[src/glide_map.svh]
`ifndef GLIDE_MAP_SVH
`define GLIDE_MAP_SVH
`define CODE_W        7
`define SEMI_W        4
`define NOTE_W        3
`define SEMI_LINES    9
`define NOTE_LINES    7
`define OCT_TAPS      8
`define NOTE_TAPS     6
`define SYNC_STAGES   3
`define PORTA_SEMI    4'h8
`define MONO_SEMI     4'h7
`define GLIDE_SEMI    4'h9
`define NOTE_ZERO     3'h0
`define NOTE_UNUSED   3'h4
`define LOW_NONPITCH  2'h0
`define LOW_JUMP_UP   2'h3
`define LOW_JUMP_DN   2'h1
`define STEP_ONE      7'h01
`define STEP_TWO      7'h02
`endif

[src/glide_pkg.sv]
package glide_pkg;
  typedef logic [6:0] key_code_t;
  typedef enum logic [1:0] {
    ST_IDLE = 2'b01,
    ST_RUN  = 2'b10
  } step_state_t;
  typedef enum logic {
    DIR_UP   = 1'b0,
    DIR_DOWN = 1'b1
  } step_dir_t;
endpackage : glide_pkg

[src/key_code_if.sv]
`timescale 1ns/1ps
`default_nettype none
interface key_code_if;
  glide_pkg::key_code_t code;
  logic                 is_pitch;
  logic                 porta_key;
  logic                 mono_key;
  logic                 glide_key;
  logic                 init_clear;
  logic                 step_pulse;
  modport src (output code, is_pitch, porta_key, mono_key, glide_key, init_clear, step_pulse);
  modport snk (input code, is_pitch, porta_key, mono_key, glide_key, init_clear, step_pulse);
endinterface : key_code_if
`default_nettype wire

[src/code_stepper.sv]
`timescale 1ns/1ps
`default_nettype none
`include "glide_map.svh"
module code_stepper (
  input  wire logic                 i_mclk,
  input  wire logic                 i_sys_rst,
  input  wire logic                 i_clear,
  input  wire logic                 i_load,
  input  wire logic                 i_glide,
  input  wire logic                 i_step,
  input  wire glide_pkg::key_code_t i_target,
  output var glide_pkg::key_code_t  o_code,
  output logic                      o_busy,
  output logic                      o_done
);
  glide_pkg::step_state_t state;
  glide_pkg::step_dir_t   dir;
  glide_pkg::key_code_t   goal;
  glide_pkg::key_code_t   next_code;

  ////////////////////////////////////////////////////////////////////////////
  // Step size: two across a code ending in 00, one otherwise.
  always_comb begin
    if (dir == glide_pkg::DIR_UP) begin
      next_code = (o_code[1:0] == `LOW_JUMP_UP) ? o_code + `STEP_TWO
                                                : o_code + `STEP_ONE;
    end else begin
      next_code = (o_code[1:0] == `LOW_JUMP_DN) ? o_code - `STEP_TWO
                                                : o_code - `STEP_ONE;
    end
  end

  always_ff @(posedge i_mclk) begin
    if (i_sys_rst) begin
      state  <= glide_pkg::ST_IDLE;
      dir    <= glide_pkg::DIR_UP;
      goal   <= '0;
      o_code <= '0;
      o_done <= 1'b0;
    end else begin
      o_done <= 1'b0;
      if (i_clear) begin
        o_code <= i_target;
        goal   <= i_target;
        state  <= glide_pkg::ST_IDLE;
      end else if (i_load && !i_glide) begin
        o_code <= i_target;
        goal   <= i_target;
        state  <= glide_pkg::ST_IDLE;
      end else if (i_load && (i_target != o_code)) begin
        goal  <= i_target;
        dir   <= (i_target > o_code) ? glide_pkg::DIR_UP : glide_pkg::DIR_DOWN;
        state <= glide_pkg::ST_RUN;
      end else begin
        unique case (state)
          glide_pkg::ST_IDLE: begin
            state <= glide_pkg::ST_IDLE;
          end
          glide_pkg::ST_RUN: begin
            if (o_code == goal) begin
              state  <= glide_pkg::ST_IDLE;
              o_done <= 1'b1;
            end else if (i_step) begin
              o_code <= next_code;
            end
          end
          default: begin
            state <= glide_pkg::ST_IDLE;
          end
        endcase
      end
    end
  end

  assign o_busy = (state == glide_pkg::ST_RUN);
endmodule : code_stepper
`default_nettype wire

[src/glissando_key_code_stepper.sv]
`timescale 1ns/1ps
`default_nettype none
`include "glide_map.svh"
// Notes on behaviour
// - Codes with low two bits 00 are never pitches; note value four unused.
// - Note block A/D-sharp encodes as 3, A-sharp/E as 5.
// - Zero note with line eight is portamento; next-lower line is mono pair.
// - Zero note with glide line toggles glissando processing.
// - Under glissando a new code sets direction from comparison with stored code.
// - Stored code steps until equal to the new code, then stops and marks done.
// - Down from 01 subtracts two, up from 11 adds two, otherwise one.
// - One step per period of the glide step clock.
// - At most one octave tap and one note tap follow the current code.
// - Upper and lower channels share the tap decoder by time slots.
// - Hold gate control one passes key voltage, zero holds it.
// - Keyed hold setting opens a channel gate only during its key-on.
// - Open hold setting keeps both gates open continuously.
module glissando_key_code_stepper (
  input  wire logic                   i_mclk,
  input  wire logic                   i_sys_rst,
  input  wire logic [`SEMI_LINES:1]   i_semi_octave_line,
  input  wire logic [`NOTE_LINES-1:0] i_note_line,
  input  wire logic                   i_glide_step_clock,
  input  wire logic                   i_initial_clear,
  input  wire logic                   i_assign_lower,
  input  wire logic                   i_upper_key_on,
  input  wire logic                   i_lower_key_on,
  input  wire logic                   i_open_hold_setting,
  output logic [`CODE_W-1:0]          o_upper_code,
  output logic [`CODE_W-1:0]          o_lower_code,
  output logic [`OCT_TAPS-1:0]        o_upper_octave_tap,
  output logic [`NOTE_TAPS-1:0]       o_upper_note_tap,
  output logic [`OCT_TAPS-1:0]        o_lower_octave_tap,
  output logic [`NOTE_TAPS-1:0]       o_lower_note_tap,
  output logic                        o_upper_hold_gate,
  output logic                        o_lower_hold_gate,
  output logic                        o_glide_active,
  output logic                        o_portamento_on,
  output logic                        o_mono_pair,
  output logic                        o_glide_busy,
  output logic                        o_glide_done
);
  key_code_if kc ();

  glide_pkg::key_code_t prev_code;
  glide_pkg::key_code_t upper_cur;
  glide_pkg::key_code_t lower_cur;
  glide_pkg::key_code_t slot_code;
  logic                 prev_pitch;
  logic                 new_key;
  logic                 load_upper;
  logic                 load_lower;
  logic                 upper_busy;
  logic                 lower_busy;
  logic                 upper_done;
  logic                 lower_done;
  logic                 porta_prev;
  logic                 mono_prev;
  logic                 glide_prev;
  logic                 slot;
  logic [`OCT_TAPS-1:0]  oct_dec;
  logic [`NOTE_TAPS-1:0] note_dec;

  ////////////////////////////////////////////////////////////////////////////
  // Line synchronising and encoding.
  key_encoder u_encoder (
    .i_mclk             (i_mclk),
    .i_sys_rst          (i_sys_rst),
    .i_semi_octave_line (i_semi_octave_line),
    .i_note_line        (i_note_line),
    .i_glide_step_clock (i_glide_step_clock),
    .i_initial_clear    (i_initial_clear),
    .kc                 (kc.src)
  );

  ////////////////////////////////////////////////////////////////////////////
  // New pitch detection and routing to the assigned channel.
  always_ff @(posedge i_mclk) begin
    if (i_sys_rst) begin
      prev_code  <= '0;
      prev_pitch <= 1'b0;
    end else begin
      prev_code  <= kc.code;
      prev_pitch <= kc.is_pitch;
    end
  end

  assign new_key    = kc.is_pitch && (!prev_pitch || (kc.code != prev_code));
  assign load_upper = new_key && !i_assign_lower;
  assign load_lower = new_key && i_assign_lower;

  ////////////////////////////////////////////////////////////////////////////
  // Function code toggles, each acting on the rising edge of its key.
  always_ff @(posedge i_mclk) begin
    if (i_sys_rst) begin
      porta_prev <= 1'b0;
      mono_prev  <= 1'b0;
      glide_prev <= 1'b0;
    end else begin
      porta_prev <= kc.porta_key;
      mono_prev  <= kc.mono_key;
      glide_prev <= kc.glide_key;
    end
  end

  always_ff @(posedge i_mclk) begin
    if (i_sys_rst) begin
      o_portamento_on <= 1'b0;
      o_mono_pair     <= 1'b0;
      o_glide_active  <= 1'b0;
    end else begin
      if (kc.porta_key && !porta_prev) begin
        o_portamento_on <= !o_portamento_on;
      end
      if (kc.mono_key && !mono_prev) begin
        o_mono_pair <= !o_mono_pair;
      end
      if (kc.glide_key && !glide_prev) begin
        o_glide_active <= !o_glide_active;
      end
    end
  end

  ////////////////////////////////////////////////////////////////////////////
  // One stepper per channel.
  code_stepper u_upper (
    .i_mclk    (i_mclk),
    .i_sys_rst (i_sys_rst),
    .i_clear   (kc.init_clear),
    .i_load    (load_upper),
    .i_glide   (o_glide_active),
    .i_step    (kc.step_pulse),
    .i_target  (kc.code),
    .o_code    (upper_cur),
    .o_busy    (upper_busy),
    .o_done    (upper_done)
  );

  code_stepper u_lower (
    .i_mclk    (i_mclk),
    .i_sys_rst (i_sys_rst),
    .i_clear   (kc.init_clear),
    .i_load    (load_lower),
    .i_glide   (o_glide_active),
    .i_step    (kc.step_pulse),
    .i_target  (kc.code),
    .o_code    (lower_cur),
    .o_busy    (lower_busy),
    .o_done    (lower_done)
  );

  always_ff @(posedge i_mclk) begin
    if (i_sys_rst) begin
      o_glide_busy <= 1'b0;
      o_glide_done <= 1'b0;
    end else begin
      o_glide_busy <= upper_busy || lower_busy;
      o_glide_done <= upper_done || lower_done;
    end
  end

  ////////////////////////////////////////////////////////////////////////////
  // Shared tap decoder; slot zero serves the upper channel, slot one the lower.
  always_ff @(posedge i_mclk) begin
    if (i_sys_rst) begin
      slot <= 1'b0;
    end else begin
      slot <= !slot;
    end
  end

  assign slot_code = slot ? lower_cur : upper_cur;

  always_comb begin
    oct_dec  = '0;
    note_dec = '0;
    for (int k = 1; k <= `OCT_TAPS; k++) begin
      if (slot_code[`CODE_W-1:`NOTE_W] == k[`SEMI_W-1:0]) begin
        oct_dec[k-1] = slot_code[1:0] != `LOW_NONPITCH;
      end
    end
    for (int n = 1; n <= `NOTE_TAPS; n++) begin
      if (slot_code[`NOTE_W-1:0] == ((n >= 4) ? 3'(n + 1) : 3'(n))) begin
        note_dec[n-1] = slot_code[`CODE_W-1:`NOTE_W] != '0;
      end
    end
  end

  always_ff @(posedge i_mclk) begin
    if (i_sys_rst) begin
      o_upper_code       <= '0;
      o_lower_code       <= '0;
      o_upper_octave_tap <= '0;
      o_upper_note_tap   <= '0;
      o_lower_octave_tap <= '0;
      o_lower_note_tap   <= '0;
    end else if (slot) begin
      o_lower_code       <= slot_code;
      o_lower_octave_tap <= oct_dec;
      o_lower_note_tap   <= note_dec;
    end else begin
      o_upper_code       <= slot_code;
      o_upper_octave_tap <= oct_dec;
      o_upper_note_tap   <= note_dec;
    end
  end

  ////////////////////////////////////////////////////////////////////////////
  // Hold gate controls; one passes the key voltage, zero holds it.
  always_ff @(posedge i_mclk) begin
    if (i_sys_rst) begin
      o_upper_hold_gate <= 1'b0;
      o_lower_hold_gate <= 1'b0;
    end else if (i_open_hold_setting) begin
      o_upper_hold_gate <= 1'b1;
      o_lower_hold_gate <= 1'b1;
    end else begin
      o_upper_hold_gate <= i_upper_key_on;
      o_lower_hold_gate <= i_lower_key_on;
    end
  end
endmodule : glissando_key_code_stepper
`default_nettype wire

[src/key_encoder.sv]
`timescale 1ns/1ps
`default_nettype none
`include "glide_map.svh"
module key_encoder (
  input  wire logic                       i_mclk,
  input  wire logic                       i_sys_rst,
  input  wire logic [`SEMI_LINES:1]       i_semi_octave_line,
  input  wire logic [`NOTE_LINES-1:0]     i_note_line,
  input  wire logic                       i_glide_step_clock,
  input  wire logic                       i_initial_clear,
  key_code_if.src                         kc
);
  localparam int W = `SEMI_LINES + `NOTE_LINES + 2;

  logic [W-1:0] s1;
  logic [W-1:0] s2;
  logic [W-1:0] s3;
  logic [W-1:0] filt;
  logic         clk_prev;
  logic [`SEMI_W-1:0] semi;
  logic [`NOTE_W-1:0] note;

  ////////////////////////////////////////////////////////////////////////////
  // Three-stage synchroniser; a bit changes once stages two and three agree.
  always_ff @(posedge i_mclk) begin
    if (i_sys_rst) begin
      s1   <= '0;
      s2   <= '0;
      s3   <= '0;
      filt <= '0;
    end else begin
      s1 <= {i_initial_clear, i_glide_step_clock, i_note_line, i_semi_octave_line};
      s2 <= s1;
      s3 <= s2;
      for (int b = 0; b < W; b++) begin
        if (s2[b] == s3[b]) begin
          filt[b] <= s3[b];
        end
      end
    end
  end

  always_ff @(posedge i_mclk) begin
    if (i_sys_rst) begin
      clk_prev <= 1'b0;
    end else begin
      clk_prev <= filt[W-2];
    end
  end

  ////////////////////////////////////////////////////////////////////////////
  // Line-to-binary encoding; note line four encodes as five so four is unused.
  always_comb begin
    semi = '0;
    note = `NOTE_ZERO;
    for (int k = 1; k <= `SEMI_LINES; k++) begin
      if (filt[k-1]) begin
        semi = k[`SEMI_W-1:0];
      end
    end
    for (int n = 1; n < `NOTE_LINES; n++) begin
      if (filt[`SEMI_LINES+n]) begin
        note = (n >= 4) ? 3'(n + 1) : 3'(n);
      end
    end
  end

  assign kc.code       = {semi, note};
  assign kc.is_pitch   = (semi != '0) && (note[1:0] != `LOW_NONPITCH);
  assign kc.porta_key  = (semi == `PORTA_SEMI) && filt[`SEMI_LINES];
  assign kc.mono_key   = (semi == `MONO_SEMI) && filt[`SEMI_LINES];
  assign kc.glide_key  = (semi == `GLIDE_SEMI) && filt[`SEMI_LINES];
  assign kc.init_clear = filt[W-1];
  assign kc.step_pulse = filt[W-2] && !clk_prev;
endmodule : key_encoder
`default_nettype wire

[config.mk]
export PLATFORM = sky130hd
export DESIGN_NAME = glissando_key_code_stepper
export DESIGN_NICKNAME = d
export VERILOG_FILES = /design/src/glide_pkg.sv /design/src/key_code_if.sv /design/src/code_stepper.sv /design/src/glissando_key_code_stepper.sv /design/src/key_encoder.sv
export VERILOG_INCLUDE_DIRS = /design/src /design/src/src
export SDC_FILE = /design/constraint.sdc
export NUM_CORES = 1
export LEC_CHECK = 0
export BUFFER_PORTS_ARGS = -buffer_cell sky130_fd_sc_hd__buf_2
export CAP_MARGIN = 0
export CORE_MARGIN = 8
export CORE_UTILIZATION = 63
export CTS_CLUSTER_SIZE = 24
export DETAILED_ROUTE_END_ITERATION = 8
export PLACE_DENSITY = 0.84
export SYNTH_ARGS = -nofsm -noshare
export SYNTH_HDL_FRONTEND = slang
export SYNTH_SLANG_ARGS = --single-unit
[constraint.sdc]
create_clock -name i_mclk -period 4.2 [get_ports i_mclk]
set_input_delay 0.84 -clock i_mclk [delete_from_list [all_inputs] [get_ports i_mclk]]
set_output_delay 0.84 -clock i_mclk [all_outputs]
set_load 0.03 [all_outputs]
Word level (Yosys, flattened, before mapping)
Index checks and enable logic that the tools add are counted.
{ "op_classes": {"add_sub_neg": 8, "n_lt_le_gt_ge": 2, "n_bitwise": 5, "n_eq_ne": 52, "mux": 66, "n_reduce_logical": 46} }
{ "op_table": {"columns": ["operator", "count"], "rows": [
  ["7-bit 2-to-1 mux", 25],
  ["1-bit 2-to-1 mux", 22],
  ["3-bit 2-to-1 mux", 7],
  ["7-bit != test", 3],
  ["4-bit by 3-bit equality test with 1-bit output (second input constant)", 5],
  ["2-bit 2-to-1 mux", 10],
  ["1-bit equality test", 18],
  ["3-bit nonzero test", 6],
  ["1-bit logical AND", 15],
  ["7-bit by 1-bit adder with 7-bit output (second input constant)", 2],
  ["7-bit by 2-bit adder with 7-bit output (second input constant)", 2],
  ["7-bit equality test", 2],
  ["7-bit greater-than comparator", 2],
  ["7-bit by 1-bit subtractor with 7-bit output (second input constant)", 2],
  ["7-bit by 2-bit subtractor with 7-bit output (second input constant)", 2],
  ["4-bit equality test (second input constant)", 3],
  ["3-bit by 2-bit != test with 1-bit output (second input constant)", 4],
  ["1-bit logical NOT", 10],
  ["5-bit OR reduction", 2],
  ["3-bit equality test (second input constant)", 3],
  ["2-bit equality test (second input constant)", 4],
  ["4-bit by 2-bit equality test with 1-bit output (second input constant)", 2],
  ["4-bit 2-to-1 mux", 2],
  ["4-bit AND reduction", 2],
  ["other kinds (11)", 24]
]} }
{ "word_totals": {"wordCells": 230, "output_inout_bits": 49, "register_bits": 170} }

Logic depth before layout (Yosys ltp)
{ "logic_depth": {"depth_word": 17, "mapped_depth": 14, "ltp_nobuf": 13} }

Modules after synthesis
A second synthesis with hierarchy kept.
{ "hier_totals": {"cells_unflattened": 781, "hier_area_um2": 7318.3} }
{ "by_module_without_submodules": {"columns": ["module", "cells_per_inst", "seq_area_each_um2", "area_per_inst_um2", "instances"], "rows": [
  ["code_stepper", 168, 360.3, 1373.8, 2],
  ["glissando_key_code_stepper", 225, 1221.2, 2288.4, 1],
  ["key_encoder", 220, 1461.4, 2282.2, 1]
]} }

Worst setup path before layout
No wires, ideal clock.
{ "synth_path": {"path_type": "register to register", "startpoint": "register u_encoder.filt[4]", "endpoint": "register u_lower.dir", "t_arrival_ns": 2.567, "setup_time_ns": 0.070, "n_path_buf": 0, "synth_period_minus_slack_ns": 2.637, "required_ns": 4.130, "slack_ns": 1.563, "path_stages_with_launch": 12, "path_cell_list": "dfxtp_1 > inv_2 > a221oi_4 > nor2_1 > o21bai_1 > ha_1 > o21a_1 > o21a_1 > o21a_1 > o21ai_0 > or4b_1 > a21oi_1"} }
{ "synth_between": {"elab_chain_cells": 12, "elab_cells_between_ends": 18, "classes_between": "order compare (1); eq/ne (2); mux (6); bitwise (1); reduce/logical (8)"} }
{ "synth_rtl": {"columns": ["element", "line", "text"], "rows": [
  ["from (decl)", "key_encoder.sv:18", "logic [W-1:0] filt;"],
  ["from (signal, indexed assignment)", "key_encoder.sv:37", "filt[b] <= s3[b];"],
  ["3-bit 2-to-1 mux * (3 in a row)", "key_encoder.sv:57", "if (filt[k-1]) begin"],
  ["4-bit 2-to-1 mux * (2 in a row)", "key_encoder.sv:57", null],
  ["net kc.code[3]", "key_code_if.sv:4", "glide_pkg::key_code_t code;"],
  ["7-bit != test or 4-bit nonzero test (tied branches)", "glissando_key_code_stepper.sv:88, key_encoder.sv:69", null],
  ["1-bit logical OR or 1-bit logical AND (tied branches)", "glissando_key_code_stepper.sv:88, key_encoder.sv:69", null],
  ["1-bit logical AND", "glissando_key_code_stepper.sv:88", "assign new_key = kc.is_pitch && (!prev_pitch || (kc.code != prev_code));"],
  ["1-bit logical AND", "glissando_key_code_stepper.sv:90", "assign load_lower = new_key && i_assign_lower;"],
  ["1-bit logical AND", "code_stepper.sv:46", "end else if (i_load && !i_glide) begin"],
  ["1-bit inverter (no source line)", null, null],
  ["3-bit AND reduction (no source line)", null, null],
  ["to (signal assigned)", "code_stepper.sv:36", "dir <= glide_pkg::DIR_UP;"],
  ["to (signal assigned)", "code_stepper.sv:52", "dir <= (i_target > o_code) ? glide_pkg::DIR_UP : glide_pkg::DIR_DOWN;"],
  ["to (decl)", "code_stepper.sv:17", "glide_pkg::step_dir_t dir;"]
]} }
Mark *: on every way through the listed nets, which the timed path passes. The rest lies on a longest branch.
A chain may end at the register's enable or synchronous reset.

Worst setup path in the final report
{ "layout_path": {"startpoint": "register u_encoder.filt[14]", "endpoint": "register u_lower.o_code[4]"} }
{ "layout_between": {"elab_chain_cells": 9, "elab_cells_between_ends": 18, "classes_between": "eq/ne (4); mux (4); reduce/logical (10)"} }
{ "layout_rtl": {"columns": ["element", "line", "text"], "rows": [
  ["3-bit 2-to-1 mux * (2 in a row)", "key_encoder.sv:62", "if (filt[`SEMI_LINES+n]) begin"],
  ["net kc.code[1]", "key_code_if.sv:4", null],
  ["7-bit != test or 2-bit nonzero test (tied branches)", null, null],
  ["1-bit logical OR or 1-bit logical AND (tied branches)", "glissando_key_code_stepper.sv:88, key_encoder.sv:69", null],
  ["1-bit logical AND", "glissando_key_code_stepper.sv:88", null],
  ["1-bit logical AND", "glissando_key_code_stepper.sv:90", null],
  ["1-bit logical AND, on equally long branches", "code_stepper.sv:50, code_stepper.sv:46", null],
  ["3-bit by 2-bit != test with 1-bit output (no source line) (tied with other cells)", null, null],
  ["4-bit AND reduction (no source line) or 7-bit 2-to-1 mux (tied branches)", null, null],
  ["to (signal assigned)", "code_stepper.sv:43", "o_code <= i_target;"],
  ["to (signal assigned)", "code_stepper.sv:47", "o_code <= i_target;"],
  ["to (signal assigned)", "code_stepper.sv:64", "o_code <= next_code;"],
  ["to (decl)", "code_stepper.sv:12", "output var glide_pkg::key_code_t o_code,"]
]} }
Marks and branches as above.

==> out/qor.yml <==
wire_per_inst_um: 17.1
fp.coreArea_um2: 11300
ys_warn_count: 0
p_seq_share_pct: 47.6
first_global_vias: 5456
status: "complete, no violations"
clk_pin_slew_ns: 0.06
grt_start_max_net_pins: 82
cts_buffers: 17
switchingPower_uw: 743
synth.cell_area_um2: 7220
area_growth_pct: 14.6
fin_worst_skew_ns: 0.00911
startpoint: "u_encoder.filt[14]$_SDFFE_PP0N_"
drtPass1Iterations: 5
synth_nets: 820
period_share_pct: 78.4
drive_gt1_share_pct: 17.5
die_height_um: 123
yosys.cell_types.count: 64
min_from: "u_encoder.s1[3]$_SDFF_PP0_"
fmax_ghz: 0.304
gpl.final_weighted_congestion: 0.937
cts_setup_buffers: 0
grt_use_met2_pct: 38.6
die-area_um2: 15100
intPower_uw: 2750
cts_hold_buf: 0
viasPerCell: 5.70
cp-start-kind: "flip-flop"
clock-sinks: 170
hold_slack_ns: 0.436
ys_seq_area_share_pct: 47.1
vias: 5564
netSwitchingFraction_pct: 21.3
ant_nets: 0
cts_resized: 0
die_w_um: 123
grt_use_met1_pct: 27.4
synth_cells: 768
maxSlewViolCount: 0
overflow: 0
insertion_delay_ns: 0.43
cts-htree-levels: 4
setup_violations: 0
r2r_start: "u_encoder.filt[14]$_SDFFE_PP0N_"
cap_violations: 0
ir_drop_mv: 0.381
drcViolationCount: 0
fin_crit_ns: 3.29
relSlewSlack_pct: 35.8
clkPwrFrac_pct: 48.7
drtIter0Drc: 433
crit_fanout: 16
cts_tree: "done"
synth_seq_cells: 170
clk_path_buf_depth: 2
path_class: "flip-flop to flip-flop"
grt_pass1_wl_mm: 27.0
synth_ff_type: "dfxtp_1"
rsz0062_at_grt: "no"
place_area_um2: 7630
cp-end-kind: "flip-flop"
start_util_pct: 63.8
nNetsFinal: 873
hold_viol_final: 0
p_per_area_nw_per_um2: 422
required_ns: 4.54
hold_path.class: "flip-flop to flip-flop"
n_fill_cell: 834
worstPathArrival_ns: 3.63
syn-mean-instance-area_um2: 9.40
rows: 39
grtUsageMet3_pct: 5.07
synth_edf_count: 0
preCtsSetupSlack_ns: 0.985
tightest_slew_ns: 0.963
port-buffer-count: 72
cts_root_buf: "clkbuf_16"
busiest_layer: "met2"
comb_power_share_pct: 3.7
synthArstFlopShare_pct: 0
grt_usage_pct: 22.7
setup_tns_ns: 0
final_cell_area_um2: 8270
diodes: 0
antenna_found_initial: 0
worst_slack_ns: 0.906
wl_mm: 16.7
hpwlAfterDp_mm: 11.4
leakagePower_uw: 0.00339
io_pins: 73
path summary, 6_finish.rpt:
kind         slack (ns)                             end  cells after the start
max                0.91  u_lower.o_code[4]$_SDFFE_PP0P_                      8
max reg2reg        0.91  u_lower.o_code[4]$_SDFFE_PP0P_                      8
min reg2reg        0.44      u_encoder.s2[3]$_SDFF_PP0_                      1
min                0.44      u_encoder.s2[3]$_SDFF_PP0_                      1
area by class of cell:
| cell class | instances | area (um^2) | area share [%] |
|---|---|---|---|
| Clock buffer | 17 | 425 | 5.14 |
| Multi-Input combinational cell | 527 | 3520 | 42.6 |
| Tap cell | 143 | 179 | 2.16 |
| Inverter | 24 | 90.1 | 1.09 |
| Sequential cell | 170 | 3400 | 41.2 |
| Timing Repair Buffer | 81 | 430 | 5.20 |
| Clock inverter | 14 | 216 | 2.62 |
power by group through the flow:
stage	logic [uW]	registers (uW)	clock network, uW
after detailed placement	129	1700	0
after global routing	145	1660	1780
final	130	1660	1700
after CTS	130	1660	1720
after floorplan	102	1690	0
after global placement	125	1690	0
cell usage in the layout (no fill, tap or decap), types with 12 or more instances in the layout:
master / count
dfxtp_1: 169
nor2_1: 100
nor2b_1: 73
buf_2: 71
a21oi_1: 53
nand2_1: 39
ha_1: 28
mux2i_1: 27
o21ai_0: 26
xnor2_1: 22
inv_1: 21
clkbuf_16: 17
nand2b_1: 13
a211oi_1: 12
a22oi_1: 12
layer usage:
metal / wire [um] / part of all wire, %
met5: 0 / 0
met4: 369 / 2.2
met3: 915 / 5.5
met2: 8240 / 49
met1: 7140 / 43
cells in the mapped netlist, drive strengths merged (3+ instances only):
cell | number | area (um^2)
xnor2 | 22 | 193
a41oi | 4 | 61.3
and2 | 3 | 18.8
dfxtp | 170 | 3400
nand3 | 10 | 50.1
nor2 | 103 | 404
clkbuf | 35 | 131
a32oi | 3 | 26.3
nand2b | 13 | 81.3
a22oi | 12 | 90.1
a221oi | 4 | 71.3
nor4bb | 3 | 30.0
or3 | 6 | 37.5
nor3 | 11 | 55.1
xor2 | 9 | 78.8
nand4 | 8 | 50.1
a211oi | 20 | 190
o31a | 3 | 26.3
o21a | 6 | 45.0
a21oi | 55 | 283
nand2 | 39 | 146
o21ai | 27 | 135
o211ai | 4 | 30.0
mux2i | 27 | 270
inv | 24 | 90.1
nor2b | 73 | 457
buf | 12 | 70.1
ha | 28 | 350
a31oi | 3 | 55.1
mux2 | 3 | 33.8
nor4 | 6 | 52.6
cells by family (layout without fill, tap and decap cells):
family	count (synthesis)	count (layout)	share of synthesized area, %
compound gates	151	151	15.4
xor+xnor	31	31	3.76
fa+ha+maj	28	28	4.85
buf+inv	71	136	4.04
flops	170	170	47.1
mux	30	30	4.21
simple gates	287	287	20.6
critical path: stages, from the launching register on:
cell	delay, ns
dfxtp_1	0.34
nor2_1	0.30
nand2_1	0.39
xnor2_1	0.26
and4_1	0.23
o2111ai_2	0.50
a41oi_2	0.82
nor2_1	0.12
a211oi_1	0.23
sequential cells by signal, indices dropped and copies added (netlist names), 2 cells and up, named ones only:
name                flops
u_encoder.filt         18
u_encoder.s1           18
u_encoder.s2           18
u_encoder.s3           18
o_lower_octave_tap      8
o_upper_octave_tap      8
o_lower_code            7
o_upper_code            7
prev_code               7
u_lower.goal            7
u_upper.goal            7
o_lower_note_tap        6
o_upper_note_tap        6
u_lower.o_code          6
u_upper.o_code          6
u_lower.state           2
u_upper.state           2
per-stage QoR:
step	instances	utilization, %	total power, uW
2_1_floorplan	768	-	1790
3_3_place_gp	945	67.4	1820
3_5_place_dp	945	67.4	1830
4_1_cts	976	73.1	3510
5_1_grt	976	73.1	3590
6_report	976	73.1	3490
(Power assumes the default switching activity.)
